### src/design/sus_pkg.sv
// shared constants and types for the serial unit select block
package sus_pkg;
    localparam int UNITS = 2; // two identical serial units
    // register indices; byte address is four times the index
    localparam logic [7:0] IDX_BAUD_LOW = 8'hC0;
    localparam logic [7:0] IDX_BAUD_HIGH = 8'hC1;
    localparam logic [7:0] IDX_LINE_CTL = 8'hC3;
    localparam logic [7:0] IDX_OWN_ADDR = 8'hC8;
    localparam logic [7:0] IDX_EXT_ADDR = 8'hC9;
    localparam logic [7:0] IDX_CLK_CTL = 8'hCA;
    localparam logic [7:0] IDX_SOFT_RST = 8'hCD;
    localparam logic [7:0] IDX_SLAVE_STAT = 8'hCE;
    localparam logic [7:0] IDX_UNIT_CTL = 8'hCF;
    localparam logic [7:0] UNIT_STRIDE = 8'h10; // unit 1 sits 0x10 above unit 0
    // reset values
    localparam logic [1:0] RST_UNIT_CTL = 2'h0;
    localparam logic [7:0] RST_LINE_CTL = 8'h00;
    localparam logic [15:0] RST_BAUD = 16'h0002;
    localparam logic [7:0] RST_OWN_ADDR = 8'h00;
    localparam logic [7:0] RST_EXT_ADDR = 8'h00;
    localparam logic [7:0] RST_CLK_CTL = 8'h00;
    // field positions
    localparam int LINE_DIV_ACCESS_BIT = 7;
    localparam int GC_ENABLE_BIT = 0;
    localparam int SAMPLE_SEL_LSB = 0; // clock control bits 2..0
    localparam int BUSCLK_SEL_LSB = 3; // clock control bits 6..3
    // serial function select encodings
    localparam logic [1:0] MODE_OFF = 2'h0;
    localparam logic [1:0] MODE_UART = 2'h1;
    localparam logic [1:0] MODE_SPI = 2'h2;
    localparam logic [1:0] MODE_I2C = 2'h3;
    // address patterns
    localparam logic [4:0] TEN_BIT_PREFIX = 5'h1E;
    localparam logic [7:0] GENERAL_CALL_ADDR = 8'h00;
    localparam logic [3:0] BITS_PER_BYTE = 4'h8;
    // address recogniser states
    typedef enum logic [2:0] {
        ST_IDLE, ST_ADDR1, ST_ADDR2, ST_SLAVE, ST_IGNORE
    } sus_match_state_t;
endpackage : sus_pkg

### src/design/sus_match_if.sv
// link between the unit register logic and its address recogniser
`timescale 1ns/1ps
interface sus_match_if;
    logic sample_en; // bus sampling enable pulse
    logic clear; // engine reset: soft reset or engine deselected
    logic scl; // bus clock level
    logic sda; // bus data level
    logic [7:0] own_address; // own-address register
    logic [7:0] ext_address; // extended own-address register
    logic sda_drive; // pull data low for acknowledge
    logic addressed; // engine is in slave mode
    logic event_pulse; // one-cycle addressed event
    logic general_call; // last match was general call
    logic ten_bit_wait; // first ten-bit byte accepted
    modport engine (input sample_en, clear, scl, sda, own_address, ext_address,
        output sda_drive, addressed, event_pulse, general_call, ten_bit_wait);
    modport ctrl (output sample_en, clear, scl, sda, own_address, ext_address,
        input sda_drive, addressed, event_pulse, general_call, ten_bit_wait);
endinterface : sus_match_if

### src/design/sus_addr_match.sv
// two-wire slave address recogniser for one serial unit
`timescale 1ns/1ps
module sus_addr_match (
    input wire logic clk,
    input wire logic rst,
    sus_match_if.engine mif
);
    import sus_pkg::*;

    sus_match_state_t state; // recogniser state
    logic scl_q, scl_p, sda_q, sda_p; // current and previous samples
    logic fresh; // samples were updated last cycle
    logic [7:0] shreg; // received byte, first bit lands at bit 7
    logic [3:0] bit_cnt; // bits received in this byte
    logic ack_phase; // inside the ninth clock
    logic [1:0] first_hi; // address bits 9..8 from the first ten-bit byte
    logic drive, event_q, gc_q; // registered outputs

    // sample the bus on the enable; slow sampling misses short start/stop
    always_ff @(posedge clk or posedge rst) begin
        if (rst) begin
            {scl_q, scl_p, sda_q, sda_p} <= 4'hF;
            fresh <= 1'b0;
        end else if (mif.clear) begin
            {scl_q, scl_p, sda_q, sda_p} <= 4'hF; // idle bus reads high
            fresh <= 1'b0;
        end else begin
            fresh <= mif.sample_en; // [RL14]
            if (mif.sample_en) begin
                scl_p <= scl_q;
                scl_q <= mif.scl;
                sda_p <= sda_q;
                sda_q <= mif.sda;
            end
        end
    end

    // bus conditions from two consecutive samples
    wire start_cond = fresh & scl_q & scl_p & sda_p & ~sda_q;
    wire stop_cond = fresh & scl_q & scl_p & ~sda_p & sda_q;
    wire scl_rise = fresh & ~scl_p & scl_q;
    wire scl_fall = fresh & scl_p & ~scl_q;
    wire receiving = (state == ST_ADDR1) | (state == ST_ADDR2);
    wire byte_done = (bit_cnt == BITS_PER_BYTE);
    // address comparisons
    wire hit7 = (shreg[7:1] == mif.own_address[7:1]); // [RL7]
    wire ten_prefix = (mif.own_address[7:3] == TEN_BIT_PREFIX); // [RL9]
    wire hit10a = ten_prefix & hit7; // [RL9]
    wire hit_gc = (shreg == GENERAL_CALL_ADDR) & mif.own_address[GC_ENABLE_BIT]; // [RL13]
    wire [9:0] ten_addr = {mif.own_address[2:1], mif.ext_address}; // [RL12]
    wire hit10b = ({first_hi, shreg} == ten_addr); // [RL12]
    wire accept = ((state == ST_ADDR1) & (hit10a | (hit7 & ~ten_prefix) | hit_gc))
        | ((state == ST_ADDR2) & hit10b);

    // byte reception, acknowledge and state changes
    always_ff @(posedge clk or posedge rst) begin
        if (rst) begin
            state <= ST_IDLE;
            shreg <= 8'h00;
            bit_cnt <= 4'h0;
            ack_phase <= 1'b0;
            first_hi <= 2'h0;
            drive <= 1'b0;
            event_q <= 1'b0;
            gc_q <= 1'b0;
        end else if (mif.clear) begin
            state <= ST_IDLE; // [RL16]
            bit_cnt <= 4'h0;
            ack_phase <= 1'b0;
            drive <= 1'b0;
            event_q <= 1'b0;
            gc_q <= 1'b0;
        end else begin
            event_q <= 1'b0;
            if (start_cond) begin
                // start or repeated start: next byte is an address
                state <= ST_ADDR1;
                bit_cnt <= 4'h0;
                ack_phase <= 1'b0;
                drive <= 1'b0;
                gc_q <= 1'b0;
            end else if (stop_cond) begin
                state <= ST_IDLE;
                bit_cnt <= 4'h0;
                ack_phase <= 1'b0;
                drive <= 1'b0;
            end else if (scl_rise & receiving & ~ack_phase & ~byte_done) begin
                shreg <= {shreg[6:0], sda_q}; // [RL8]
                bit_cnt <= bit_cnt + 4'h1;
            end else if (scl_fall & receiving & byte_done & ~ack_phase) begin
                ack_phase <= 1'b1;
                drive <= accept; // [RL10]
            end else if (scl_fall & ack_phase) begin
                ack_phase <= 1'b0;
                drive <= 1'b0;
                bit_cnt <= 4'h0;
                case (state)
                    ST_ADDR1: begin
                        if (!drive) begin
                            state <= ST_IGNORE;
                        end else if (hit10a) begin
                            state <= ST_ADDR2; // [RL10]
                            first_hi <= shreg[2:1];
                        end else begin
                            state <= ST_SLAVE; // [RL7]
                            event_q <= 1'b1;
                            gc_q <= hit_gc;
                        end
                    end
                    ST_ADDR2: begin
                        state <= drive ? ST_SLAVE : ST_IGNORE; // [RL11]
                        event_q <= drive; // [RL11]
                    end
                    default: begin
                        state <= state;
                    end
                endcase
            end
        end
    end

    assign mif.sda_drive = drive;
    assign mif.addressed = (state == ST_SLAVE);
    assign mif.event_pulse = event_q;
    assign mif.general_call = gc_q;
    assign mif.ten_bit_wait = (state == ST_ADDR2);

    AST_NO_EVENT_FIRST_TEN: assert property (@(posedge clk) disable iff (rst) // [RL10]
        $rose(mif.ten_bit_wait) |-> !mif.event_pulse)
        else $error("event raised on first ten-bit byte");
    AST_EVENT_MEANS_SLAVE: assert property (@(posedge clk) disable iff (rst) // [RL11]
        mif.event_pulse |-> mif.addressed && $past(ack_phase))
        else $error("event without entering slave mode");
    AST_EVENT_ONE_CYCLE: assert property (@(posedge clk) disable iff (rst) // [RL7]
        mif.event_pulse |=> !mif.event_pulse)
        else $error("event longer than one cycle");
    AST_GC_NEEDS_ENABLE: assert property (@(posedge clk) disable iff (rst) // [RL13]
        $rose(mif.general_call) |-> $past(mif.own_address[GC_ENABLE_BIT]))
        else $error("general call taken while disabled");
    AST_ACK_IN_NINTH: assert property (@(posedge clk) disable iff (rst) // [RL10]
        drive |-> ack_phase && byte_done)
        else $error("acknowledge outside ninth clock");
    AST_CLEAR_IDLES: assert property (@(posedge clk) disable iff (rst) // [RL16]
        mif.clear |=> state == ST_IDLE && !drive)
        else $error("clear did not idle the engine");
    COV_SEVEN_BIT: cover property (@(posedge clk) disable iff (rst)
        mif.event_pulse && !mif.general_call);
    COV_TEN_BIT: cover property (@(posedge clk) disable iff (rst)
        $past(mif.ten_bit_wait) && mif.event_pulse);
endmodule : sus_addr_match

### src/design/sus_top.sv
// register front end of the two serial units with two-wire address recognition
//
// The Avalon-MM interface to the registers was left to the implementer.
`timescale 1ns/1ps
// Functional notes
// [RL1] function select: off, async, sync, two-wire
// [RL2] each unit owns its own control register
// [RL3] sixteen-bit baud divider resets to two
// [RL4] software keeps divider at two or more
// [RL5] divider byte write reloads and restarts counter
// [RL6] divider reachable only with line control bit7
// [RL7] seven-bit address match enters slave mode
// [RL8] own-address bit 7 meets first bus bit
// [RL9] prefix 11110b starts ten-bit address sequence
// [RL10] first ten-bit byte acked, no event
// [RL11] second ten-bit byte match raises event
// [RL12] ten-bit address is own[2:1] over extended
// [RL13] general call answered only when enabled
// [RL14] sampling rate ten times fastest bus clock
// [RL15] sample and bus clock from clock control
// [RL16] any soft reset write resets two-wire engine
// [RL17] control upper six bits read zero
// [RL18] only selected engine drives the shared pins
module sus_top (
    input wire logic clk,
    input wire logic rst,
    input wire logic [9:0] avs_address,
    input wire logic avs_read,
    input wire logic avs_write,
    input wire logic [31:0] avs_writedata,
    input wire logic [3:0] avs_byteenable,
    output logic [31:0] avs_readdata,
    output logic avs_waitrequest,
    input wire logic [sus_pkg::UNITS-1:0] i2c_scl_in,
    input wire logic [sus_pkg::UNITS-1:0] i2c_sda_in,
    output logic [sus_pkg::UNITS-1:0] i2c_scl_out,
    output logic [sus_pkg::UNITS-1:0] i2c_scl_oe,
    output logic [sus_pkg::UNITS-1:0] i2c_sda_out,
    output logic [sus_pkg::UNITS-1:0] i2c_sda_oe,
    output logic [sus_pkg::UNITS-1:0] uart_enable,
    output logic [sus_pkg::UNITS-1:0] spi_enable,
    output logic [sus_pkg::UNITS-1:0] i2c_enable,
    output logic [sus_pkg::UNITS-1:0] baud_tick,
    output logic [sus_pkg::UNITS-1:0] bus_sample_tick,
    output logic [sus_pkg::UNITS-1:0] bus_clock_tick,
    output logic [sus_pkg::UNITS-1:0] slave_addressed,
    output logic [sus_pkg::UNITS-1:0] slave_event
);
    import sus_pkg::*;

    // index of a unit's copy of a register
    function automatic logic [7:0] unit_idx(input logic [7:0] base, input int unit);
        unit_idx = base + 8'(unit) * UNIT_STRIDE;
    endfunction : unit_idx

    logic ack_q; // second cycle of an access
    logic [UNITS-1:0][7:0] unit_rdata; // per-unit read contributions
    wire access = avs_read | avs_write; // any request pending
    wire [7:0] idx = avs_address[9:2]; // word index of the access
    wire wr_go = avs_write & ack_q & avs_byteenable[0]; // write commits here
    wire rd_capture = avs_read & ~ack_q; // read data latched here
    wire [7:0] wbyte = avs_writedata[7:0]; // registers use the low lane

    // fixed one-wait-state answer keeps decode off the critical path
    always_ff @(posedge clk or posedge rst) begin
        if (rst) begin
            ack_q <= 1'b0;
        end else begin
            ack_q <= access & ~ack_q;
        end
    end
    assign avs_waitrequest = access & ~ack_q;

    // read data stands from the waitrequest-low edge; unmapped reads zero
    always_ff @(posedge clk or posedge rst) begin
        if (rst) begin
            avs_readdata <= 32'h00000000;
        end else if (rd_capture) begin
            avs_readdata <= {24'h000000, unit_rdata[0] | unit_rdata[1]};
        end
    end

    genvar u;
    generate
        for (u = 0; u < UNITS; u++) begin : g_unit
            logic [1:0] mode; // serial function select
            logic [7:0] line_ctl; // line control
            logic [15:0] divider; // baud divider high and low
            logic [15:0] baud_cnt; // baud down counter
            logic [7:0] own_addr; // own address
            logic [7:0] ext_addr; // extended own address
            logic [7:0] clk_ctl; // bus clock control
            logic [7:0] sample_cnt; // sample prescaler
            logic [3:0] busclk_cnt; // sample ticks per bus clock tick
            logic baud_q, sample_q, busclk_q; // registered ticks
            sus_match_if mif ();

            // register decode for this unit
            wire sel_ctl = (idx == unit_idx(IDX_UNIT_CTL, u)); // [RL2]
            wire sel_line = (idx == unit_idx(IDX_LINE_CTL, u));
            wire sel_low = (idx == unit_idx(IDX_BAUD_LOW, u));
            wire sel_high = (idx == unit_idx(IDX_BAUD_HIGH, u));
            wire sel_own = (idx == unit_idx(IDX_OWN_ADDR, u));
            wire sel_ext = (idx == unit_idx(IDX_EXT_ADDR, u));
            wire sel_ccr = (idx == unit_idx(IDX_CLK_CTL, u));
            wire sel_srr = (idx == unit_idx(IDX_SOFT_RST, u));
            wire sel_stat = (idx == unit_idx(IDX_SLAVE_STAT, u));
            wire div_open = line_ctl[LINE_DIV_ACCESS_BIT]; // [RL6]
            wire baud_wr = wr_go & div_open & (sel_low | sel_high); // [RL5]
            wire soft_rst = wr_go & sel_srr; // [RL16]
            wire uart_on = (mode == MODE_UART); // [RL1]
            wire spi_on = (mode == MODE_SPI); // [RL1]
            wire i2c_on = (mode == MODE_I2C); // [RL1]
            wire [15:0] next_divider = sel_low ? {divider[15:8], wbyte} // [RL5]
                : {wbyte, divider[7:0]};
            wire [7:0] sample_mask = (8'h01 << clk_ctl[SAMPLE_SEL_LSB +: 3]) - 8'h01; // [RL15]
            wire sample_hit = ((sample_cnt & sample_mask) == sample_mask);
            wire [3:0] busclk_lim = clk_ctl[BUSCLK_SEL_LSB +: 4]; // [RL15]

            // software-written registers
            always_ff @(posedge clk or posedge rst) begin
                if (rst) begin
                    mode <= RST_UNIT_CTL;
                    line_ctl <= RST_LINE_CTL;
                    divider <= RST_BAUD; // [RL3]
                    own_addr <= RST_OWN_ADDR;
                    ext_addr <= RST_EXT_ADDR;
                    clk_ctl <= RST_CLK_CTL;
                end else if (wr_go) begin
                    if (sel_ctl) begin
                        mode <= wbyte[1:0]; // [RL17]
                    end
                    if (sel_line) begin
                        line_ctl <= wbyte;
                    end
                    if (baud_wr) begin
                        divider <= next_divider; // [RL6]
                    end
                    if (sel_own) begin
                        own_addr <= wbyte;
                    end
                    if (sel_ext) begin
                        ext_addr <= wbyte;
                    end
                    if (sel_ccr) begin
                        clk_ctl <= wbyte;
                    end
                end
            end

            // baud counter; divider below two gives no defined rate
            always_ff @(posedge clk or posedge rst) begin
                if (rst) begin
                    baud_cnt <= RST_BAUD;
                    baud_q <= 1'b0;
                end else if (baud_wr) begin
                    baud_cnt <= next_divider; // [RL5]
                    baud_q <= 1'b0;
                end else if (uart_on | spi_on) begin
                    baud_q <= (baud_cnt <= 16'h0001); // [RL4]
                    baud_cnt <= (baud_cnt <= 16'h0001) ? divider : baud_cnt - 16'h0001;
                end else begin
                    baud_q <= 1'b0;
                end
            end

            // sampling and bus clock enables, only while two-wire is selected
            always_ff @(posedge clk or posedge rst) begin
                if (rst) begin
                    sample_cnt <= 8'h00;
                    busclk_cnt <= 4'h0;
                    sample_q <= 1'b0;
                    busclk_q <= 1'b0;
                end else if (!i2c_on || soft_rst) begin
                    sample_cnt <= 8'h00;
                    busclk_cnt <= 4'h0;
                    sample_q <= 1'b0;
                    busclk_q <= 1'b0;
                end else begin
                    sample_cnt <= sample_cnt + 8'h01;
                    sample_q <= sample_hit; // [RL15]
                    busclk_q <= sample_hit & (busclk_cnt == busclk_lim);
                    if (sample_hit) begin
                        busclk_cnt <= (busclk_cnt == busclk_lim) ? 4'h0 : busclk_cnt + 4'h1;
                    end
                end
            end

            // deselected engine is held cleared and sees an idle bus
            assign mif.sample_en = sample_q;
            assign mif.clear = soft_rst | ~i2c_on; // [RL18]
            assign mif.scl = i2c_scl_in[u];
            assign mif.sda = i2c_sda_in[u];
            assign mif.own_address = own_addr;
            assign mif.ext_address = ext_addr;

            sus_addr_match u_match (
                .clk(clk),
                .rst(rst),
                .mif(mif)
            );

            // shared pins: open drain, only the two-wire engine pulls them
            assign i2c_sda_out[u] = 1'b0;
            assign i2c_sda_oe[u] = i2c_on & mif.sda_drive; // [RL18]
            assign i2c_scl_out[u] = 1'b0;
            assign i2c_scl_oe[u] = 1'b0; // no clock stretching
            assign uart_enable[u] = uart_on;
            assign spi_enable[u] = spi_on;
            assign i2c_enable[u] = i2c_on;
            assign baud_tick[u] = baud_q;
            assign bus_sample_tick[u] = sample_q;
            assign bus_clock_tick[u] = busclk_q;
            assign slave_addressed[u] = mif.addressed;
            assign slave_event[u] = mif.event_pulse;

            // read selection; locked divider and soft reset read zero
            assign unit_rdata[u] = sel_ctl ? {6'h00, mode} // [RL17]
                : sel_line ? line_ctl
                : (sel_low & div_open) ? divider[7:0] // [RL6]
                : (sel_high & div_open) ? divider[15:8] // [RL6]
                : sel_own ? own_addr
                : sel_ext ? ext_addr
                : sel_ccr ? clk_ctl
                : sel_stat ? {5'h00, mif.ten_bit_wait, mif.general_call, mif.addressed}
                : 8'h00;

            AST_BAUD_RESTART: assert property (@(posedge clk) disable iff (rst) // [RL5]
                baud_wr |=> baud_cnt == divider && !baud_q)
                else $error("divider write did not restart counter");
            AST_DIV_LOCKED: assert property (@(posedge clk) disable iff (rst) // [RL6]
                wr_go && (sel_low || sel_high) && !div_open |=> $stable(divider))
                else $error("divider changed while locked");
            AST_ONE_ENGINE: assert property (@(posedge clk) disable iff (rst) // [RL1]
                $onehot0({uart_on, spi_on, i2c_on}) && (mode == MODE_OFF) == !(uart_on
                || spi_on || i2c_on))
                else $error("engine selection not exclusive");
            AST_PINS_QUIET: assert property (@(posedge clk) disable iff (rst) // [RL18]
                !i2c_on |-> !i2c_sda_oe[u] ##1 !mif.addressed)
                else $error("deselected engine active on bus");
            AST_SOFT_RESET: assert property (@(posedge clk) disable iff (rst) // [RL16]
                soft_rst |=> !mif.addressed && !mif.sda_drive)
                else $error("soft reset did not reset engine");
            COV_BAUD: cover property (@(posedge clk) disable iff (rst) baud_wr ##[1:20] baud_q);
        end
    endgenerate

    AST_WAIT_ONE: assert property (@(posedge clk) disable iff (rst)
        access && !avs_waitrequest |-> $past(access) && $past(avs_waitrequest))
        else $error("answer not after exactly one wait cycle");
endmodule : sus_top

### config.mk
export PLATFORM = sky130hd
export DESIGN_NAME = sus_top
export DESIGN_NICKNAME = d
export VERILOG_FILES = /design/src/design/sus_pkg.sv /design/src/design/sus_match_if.sv /design/src/design/sus_addr_match.sv /design/src/design/sus_top.sv
export SDC_FILE = /design/constraint.sdc
export NUM_CORES = 1
export LEC_CHECK = 0
export ABC_CLOCK_PERIOD_IN_PS = 5900
export CAP_MARGIN = 20
export CORE_MARGIN = 5
export CORE_UTILIZATION = 45
export DETAILED_ROUTE_END_ITERATION = 7
export DONT_BUFFER_PORTS = 1
export MAX_ROUTING_LAYER = met4
export PLACE_DENSITY_LB_ADDON = 0.08
export SETUP_SLACK_MARGIN = 0.15
export SLEW_MARGIN = 20
export SYNTH_ARGS = -nofsm -noshare
export SYNTH_HDL_FRONTEND = slang
export SYNTH_HIERARCHICAL = 1
export SYNTH_SLANG_ARGS = --single-unit
### constraint.sdc
create_clock -name clk -period 5.9 [get_ports clk]
set_input_delay 0.885 -clock clk [delete_from_list [all_inputs] [get_ports clk]]
set_output_delay 0.885 -clock clk [all_outputs]
set_load 0.01 [all_outputs]
* Word level (Yosys, flattened, before mapping) *
Index checks and enable logic that the tools add are counted.
W data, S select, Z words.

cells by class
  add/subtract/negate cells = 10
  magnitude comparators = 2
  equal/unequal tests = 56
  shift-type cells = 2
  mux-type cells = 148
  bitwise operators = 107
  reductions and logical operators = 50

operators with widths
  cell                     count
  $eq A8 B8 Y1 const B     18
  $mux W16                 8
  $mux W8                  16
  $mux W1                  84
  $mux W4                  18
  $and A1 B1 Y1            62
  $mux W3                  18
  $le A16 B1 Y1 const B    2
  $reduce_and A2 Y1        16
  $sub A16 B1 Y16 const B  2
  $reduce_bool A5 Y1       6
  $not A1 Y1               27
  $ne A3 B2 Y1 const B     8
  $eq A10 B10 Y1           2
  $reduce_and A9 Y1        2
  $reduce_bool A3 Y1       6
  $add A4 B1 Y4 const B    4
  $add A8 B1 Y8 const B    2
  $and A8 B8 Y8            2
  $eq A8 B8 Y1             2
  $logic_not A8 Y1         2
  $ne A4 B2 Y1 const B     4
  $reduce_and A4 Y1        4
  $shl A1 B3 Y8 const A    2
  19 further kinds         58

storage, ports and cells
  register bits after elaboration = 223

* Depth between registers and ports, before layout *
Gate-level depths: netlist of run 1.

  depth in word-level cells = 12
  depth in mapped cells = 10
  depth with buffers taken out = 8

* By module *
The synthesis of run 1 kept the hierarchy.

by module, submodules not included
  module          instances  cells an instance  area an instance (sq um)  seq. area each (sq um)
  sus_top         1          1019               9997.1                    4234.1
  sus_addr_match  2          141                1478.9                    655.6

* Worst setup path before layout of run 1 *
OpenSTA, ideal clock, no wires.

  path type = input -> register
  from = input port avs_address[7]
  to = register g_unit[0].u_match.first_hi[0]
  arrival = 3120 ps
  setup slack = 2656 ps
  stages on the path = 10
  cells stage by stage = nor4bb_1 > clkbuf_1 > nand2_1 > o21ai_0 > clkbuf_1 > clkbuf_1 > a21o_1 > nor3_1 > nand2_1 > mux2_2

between the ends
  cells in the longest elaborated chain, start to end = 5

RTL lines
  element                        RTL line               RTL
  start: declaration             sus_top.sv:27          input wire logic [9:0] avs_address,
  $eq A8 B8 Y1                   sus_top.sv:106         wire sel_srr = (idx == unit_idx(IDX_SOFT_RST, u));
  $and A1 B1 Y1                  sus_top.sv:110         wire soft_rst = wr_go & sel_srr;
  $or A1 B1 Y1                   sus_top.sv:191         assign mif.clear = soft_rst | ~i2c_on;
  named net g_unit[0].mif.clear  sus_match_if.sv:5      logic clear;
  $not A1 Y1 (no line)           --
  $reduce_and A9 Y1 (no line)    --
  end signal: assignment         sus_addr_match.sv:103  first_hi <= shreg[2:1];
  end: declaration               sus_addr_match.sv:16   logic [1:0] first_hi;

The timed path passes the listed nets, and every way through them passes these cells.
A chain may end at the register's enable or synchronous reset.

* Final worst setup path of run 1 *
  from = register g_unit[0].line_ctl[7]
  to = register g_unit[0].divider[10]

between the ends
  cells in the longest elaborated chain, start to end = 3

RTL lines
  element                      RTL line        RTL
  start: declaration           sus_top.sv:87   logic [7:0] line_ctl;
  start signal: assignment     sus_top.sv:134  line_ctl <= wbyte;
  $and A1 B1 Y1 (2 in series)  sus_top.sv:109  wire baud_wr = wr_go & div_open & (sel_low | sel_high);
  $reduce_and A2 Y1 (no line)  --
  end signal: assignment       sus_top.sv:137  divider <= next_divider;
  end: declaration             sus_top.sv:88   logic [15:0] divider;

No other way between the ends.

==> results of run 1 <==
[power groups by stage]
stage	registers, mW	clock network (mW)	logic [mW]
after detailed placement	2.02	0	0.915
after global routing	2.03	1.82	1.05
after CTS	2.00	1.76	0.920
after floorplan	1.93	0	0.830
final	2.00	1.72	0.919
after global placement	2.02	0	0.904
[stage by stage]
step | area [um2] | instances | utilization | hold WS, ns
after global routing | 13900 | 1661 | 0.488 | 0.314
after detailed placement | 13000 | 1612 | 0.455 | 0.492
after CTS | 13900 | 1661 | 0.488 | 0.325
final | 13900 | 1661 | 0.488 | 0.270
after floorplan | 13100 | 1330 | - | 0.475
after global placement | 13000 | 1612 | 0.455 | 0.485
[critical path, delay by kind of cell (launching register included)]
family | cells | cell delay, ns
AND/OR/NAND/NOR | 3 | 2.14
flip-flops | 1 | 0.60
multiplexers | 1 | 0.38
[logic make-up (layout without fill, tap and decap cells)]
group	Yosys count	in the layout	share of synthesized area
buffers and inverters	145	92	0.0573
AND/OR/NAND/NOR	435	435	0.178
AO/OA/AOI/OAI	243	243	0.130
multiplexers	169	169	0.143
adder cells (fa/ha/maj)	18	18	0.0174
flip-flops	221	221	0.428
XOR/XNOR	69	69	0.0466
other	1	30	0.000289
[layout make-up]
class	count	area, um2
Clock buffer	39	781
Clock inverter	10	136
Fill cell	2722	14600
Inverter	36	140
Multi-Input combinational cell	964	6780
Sequential cell	221	5550
Tap cell	384	480
Timing Repair Buffer	7	52.6
[how the worst max path moves through the flow]
stage / slack, ns / to / start
2_1_floorplan: 0.45 / ack_q / rst
3_3_place_gp: 2.41 / g_unit[0].divider[15] / avs_address[3]
3_5_place_dp: 2.37 / g_unit[0].divider[15] / avs_address[3]
4_1_cts: 2.69 / g_unit[0].divider[14] / g_unit[0].line_ctl[7]
5_1_grt: 2.48 / g_unit[0].divider[2] / g_unit[0].line_ctl[7]
6_report: 2.65 / g_unit[0].divider[10] / g_unit[0].line_ctl[7]
[registers in the layout (all words and copies together) (netlist names), 4 cells and up]
name and cells:
g_unit.baud_cnt 32, g_unit.divider 32, g_unit.clk_ctl 16, g_unit.ext_addr 16, g_unit.line_ctl 16, g_unit.mif.own_address 16, g_unit.u_match/shreg 16, g_unit.sample_cnt 14
avs_readdata 8, g_unit.busclk_cnt 8, g_unit.u_match/bit_cnt 8, g_unit.u_match/state 6, g_unit.mode 4, g_unit.u_match/first_hi 4
[placed cells by master (no fill, tap or decap), drive strengths merged, types with 7 or more instances in the layout]
cell,synthesis,final
mux2i,42,42
dfrtp,209,209
nand3,46,46
nor2,85,85
nand3b,9,9
conb,1,30
xnor2,40,40
o211ai,7,7
o221ai,15,15
nand4b,9,9
dfstp,12,12
clkbuf,47,39
nor2b,25,25
a21oi,44,44
o31ai,9,9
o22ai,8,8
nand2b,12,12
a211o,11,11
nor3,36,36
or4,8,8
a211oi,10,10
mux2,127,127
nor4,24,24
inv,35,37
nor3b,9,9
nand2,97,97
o21ai,55,55
and2,7,7
ha,18,18
a21o,7,7
and3,13,13
buf,62,7
or2,7,7
xor2,29,29
a22oi,10,10
or3,13,13
nand4,24,24
[metal layers]
metal / vias to the layer above / global-route usage / part of all wire
met5: - / - / 0
met4: 0 / 0.0427 / 0.018
met3: 47 / 0.0335 / 0.052
met2: 262 / 0.331 / 0.45
met1: 4881 / 0.312 / 0.48
li1: 4606 / - / -
==> run metrics, run 1 <==
Startpoint Class register; crit-path max FO 14; status completed; Yosys warning count 6; Tightest Hold Check Type in -> async; Post-CTS Resized 0; vias per cell about 6; TritonCTS Buffers 27; pre-CTS setup slack roughly 2.4 ns; top cell type's share of synthesized area 0.404; FF+latch count, synth 221; top-count cell post-synth dfrtp_1; EDFF count, synth 0; Seq/Total Area, Yosys 0.428; Design Power roughly 4.6 mW; Max Freq roughly 0.31 GHz; Clk pwr share 0.371; Slew headroom 0.285; # hold bufs at CTS 0; total number of vias ~9800; Comb power frac 0.198; Post-DRT Antenna Nets 0; Final Skew between 0.008 and 0.009 ns; Detailed Routing Iterations Pass 1 5; H-tree depth 1; routability cong. approximately 0.86; CP max stage cell nor4b_1; Yosys cell types just over 80; Reg-to-Reg End g_unit[0].divider[10]; pin count of the biggest net entering global routing 73; Setup CP Type reg -> reg; Net Sw Frac 0.311; Period Utilization, post-route 0.551; initial core utilization 0.454; Critical Path Max Stage Delay about 0.84 ns; post-DR wirelength/cell 21.2 um; Primary FF master, synth dfrtp_1; power share of the sequential group 0.431; area growth from synthesis to layout 7.44%; Static Leak ~6 nW; PwrDens about 330 nW/um2; number of global-route vias before repair 9462; Worst Reg-to-Reg Cells 4; Core Area 28500 um2; clk buf depth 3; CTS tree yes; Mapped Cells 1301; Die ar. between 30000 and 40000 um2; RSZ-0062 raised after global routing no; worst skew pair latency 0.54 ns; clock slew at reported path FFs ~0.06 ns; Peak VDD IR between 0.2 and 0.25 mV; DRC viols 0; Placement Rows slightly above 60; CTS root buf clkbuf_16; Max-cap violations 0; CP Data Required Time around 6.3 ns; Psw 1.44 mW; worst-margin pin slew 1.07 ns; die width ~180 um; layout cell share with drive strength beyond 1 0.170; final net count around 1300; asr flop ratio synth 1.00; CTS sink cnt roughly 220; CP Cell Sequence nor4b_1 -> nand3_1 -> nor2_2 -> mux2_2; Final min period between 3 and 4 ns; fin. max-slew vios 0; antenna cells 0; final setup margin around 2.7 ns; Commonest cells post-synth 209 x dfrtp_1, 127 x mux2_2, 95 x nand2_1; first-pass GRT wire length approximately 56000 um; Syn Area/Cell ~10 um2; Yosys top cell by area dfrtp_1; worst r2r src g_unit[0].line_ctl[7]; data arrival time of the worst path 3.68 ns; Reg2Reg Setup Slack 2.65 ns; Final setup violation count 0; antenna violations before repair 0; setup TNS 0 ns; critical path endpoint category register; Final Hold Viols 0; DR iter-0 viols between 600 and 700; Overflow after GRT 0; total wire length between 30000 and 40000 um; internal power between 3 and 4 mW; Tot GR Track Use 0.217; Syn Std Cell Area 13000 um2; largest cells by area after synthesis dfrtp_1 40%, mux2_2 11%, mux2i_1 3.2%; post-CTS setup repair buffer count 0; port bufs 0; Post-DP HPWL 23500 um; Die Ht 180 um; I/O pins 111
(Power assumes the default switching activity.)
==> run 2: changes to the inputs <==
- ABC_CLOCK_PERIOD_IN_PS: 5900 -> 2700
- clock period: 5.9 -> 2.7 ns (I/O delays scaled with it)
==> run 2 against run 1 <==
Critical path depth up 1. Count of clock-buffer cells in the layout shrank 4. Combinational power up 140%. Register-to-register slack got worse by 2.4 ns. Critical endpoint is now g_unit[0].baud_cnt[7]. Largest cell class unchanged. Largest power group unchanged.
==> run metrics, run 2 (synthesis gave the netlist of run 1 again) <==
status completed; first-pass GRT wire length 59400 um; CP Data Required Time between 3 and 4 ns; Overflow after GRT 0; dpl cells approximately 1700; Worst Hold Depth 1; port bufs 0; H-tree depth 1; fin util 0.505; I/O pins 111; Final Skew 0.0168 ns; routability cong. approximately 0.85; final net count around 1400; die width 180 um; critical path endpoint category register; pin count of the biggest net entering global routing slightly below 90; Startpoint Class register; Static Leak around 6.4 nW; Final Hold Viols 0; Period Utilization, post-route 0.896; Die Ht 180 um; Non-Filler Instances 1722; TritonCTS Buffers 27; Setup CP Type reg -> reg; Core Area about 29000 um2; worst-margin pin slew between 0.9 and 1 ns; PwrDens around 700 nW/um2; Peak VDD IR 0.499 mV; Post-CTS Resized 0; crit-path max FO 18; antenna violations before repair 3; Critical Path Max Stage Delay approximately 0.63 ns; data arrival time of the worst path ~2.8 ns; RSZ-0062 raised after global routing no; Die ar. between 30000 and 40000 um2; post-CTS setup repair buffer count 0; Post-DRT Antenna Nets 0; CP max stage cell or4_4; Reg-to-Reg End g_unit[0].baud_cnt[7]; Worst Reg-to-Reg Cells 5; Tot GR Track Use 0.233; most used cell, CP or4_4; worst r2r src g_unit[0].baud_cnt[12]; vias per cell 5.84; Placement Rows 62; Final min period approximately 2.4 ns; CTS sink cnt 221; total wire length about 37000 um; area growth from synthesis to layout 11.3%; # hold bufs at CTS 19; CTS root buf clkbuf_16; clk buf depth 3; Post-DP HPWL 24400 um; CTS tree yes; worst skew pair latency about 0.55 ns; Tightest Hold Check Type in -> reg; Worst Hold End g_unit[1].line_ctl[3]; antenna cells 0; DRC viols 0; Detailed Routing Iterations Pass 1 5; number of global-route vias before repair 9993; most common cell after layout, fill and taps aside dfrtp_1; CP Cell Sequence or4_4 -> or4_4 -> or2_4 -> mux2i_1 -> o221ai_1; Max-cap violations 0; hold path start avs_writedata[3]; most frequent cells in the layout 209 x dfrtp_1, 127 x mux2_2, 95 x nand2_1; top flop regs g_unit.baud_cnt x32, g_unit.divider x32; Reg2Reg Setup Slack roughly 0.28 ns; Final setup violation count 0; setup TNS 0 ns; DR iter-0 viols between 900 and 1000; fin. max-slew vios 0; clock slew at reported path FFs 0.06 ns; post-DR wirelength/cell 21.6 um; layout cell share with drive strength beyond 1 0.192; Max Freq roughly 0.41 GHz; Slew headroom 0.384; initial core utilization 0.454; total number of vias slightly above 10000
## run 2: how the worst max path moves through the flow
stage	from	endpoint	slack [ns]	cells after the start
finish	g_unit[0].baud_cnt[12]	g_unit[0].baud_cnt[7]	0.28	5
global route	g_unit[0].baud_cnt[12]	g_unit[0].baud_cnt[8]	0.20	5
CTS	g_unit[0].baud_cnt[12]	g_unit[0].baud_cnt[7]	0.28	5
detailed placement	g_unit[0].baud_cnt[12]	g_unit[0].baud_cnt[8]	0.28	5
global placement	g_unit[0].baud_cnt[12]	g_unit[0].baud_cnt[8]	0.29	5
floorplan	rst	ack_q	0.14	1
## run 2: critical path: cells and delay by family, from the launching register on
| family | cells | cell delay [ns] |
|---|---|---|
| muxes | 1 | 0.17 |
| and+or+nand+nor | 3 | 1.54 |
| DFF | 1 | 0.41 |
| AOI/OAI and AO/OA | 1 | 0.15 |
## run 2: metrics by stage
| stage | setup slack, ns | area [um2] | power, mW | hold slack (ns) |
|---|---|---|---|---|
| floorplan | 0.144 | 13100 | 6.03 | 0.442 |
| global placement | 0.292 | 13300 | 6.48 | 0.484 |
| detailed placement | 0.283 | 13300 | 6.51 | 0.490 |
| CTS | 0.284 | 14400 | 10.2 | 0.000275 |
| global route | 0.198 | 14400 | 10.8 | 0.000415 |
| finish | 0.280 | 14400 | 10.1 | 0.0221 |
## run 2: final cells by class
class	count	area, um2
fill	2697	14100
tap	384	480
clock buffer	35	726
timing repair buffer	69	598
multi-input combinational	964	6790
inverter	36	139
clock inverter	13	150
sequential	221	5550
## run 2: where the power goes
group / total (mW) / internal [mW] / switching, mW
combinational: 2.17 / 0.996 / 1.17
clock: 3.62 / 2.17 / 1.45
sequential: 4.35 / 3.79 / 0.562
## run 2: routing by layer
metal | part of all wire | GRT usage | vias to the layer above
met5 | 0 | - | -
met2 | 0.44 | 0.349 | 311
met4 | 0.032 | 0.0707 | 0
li1 | - | - | 4729
met3 | 0.062 | 0.0350 | 75
met1 | 0.46 | 0.330 | 4942
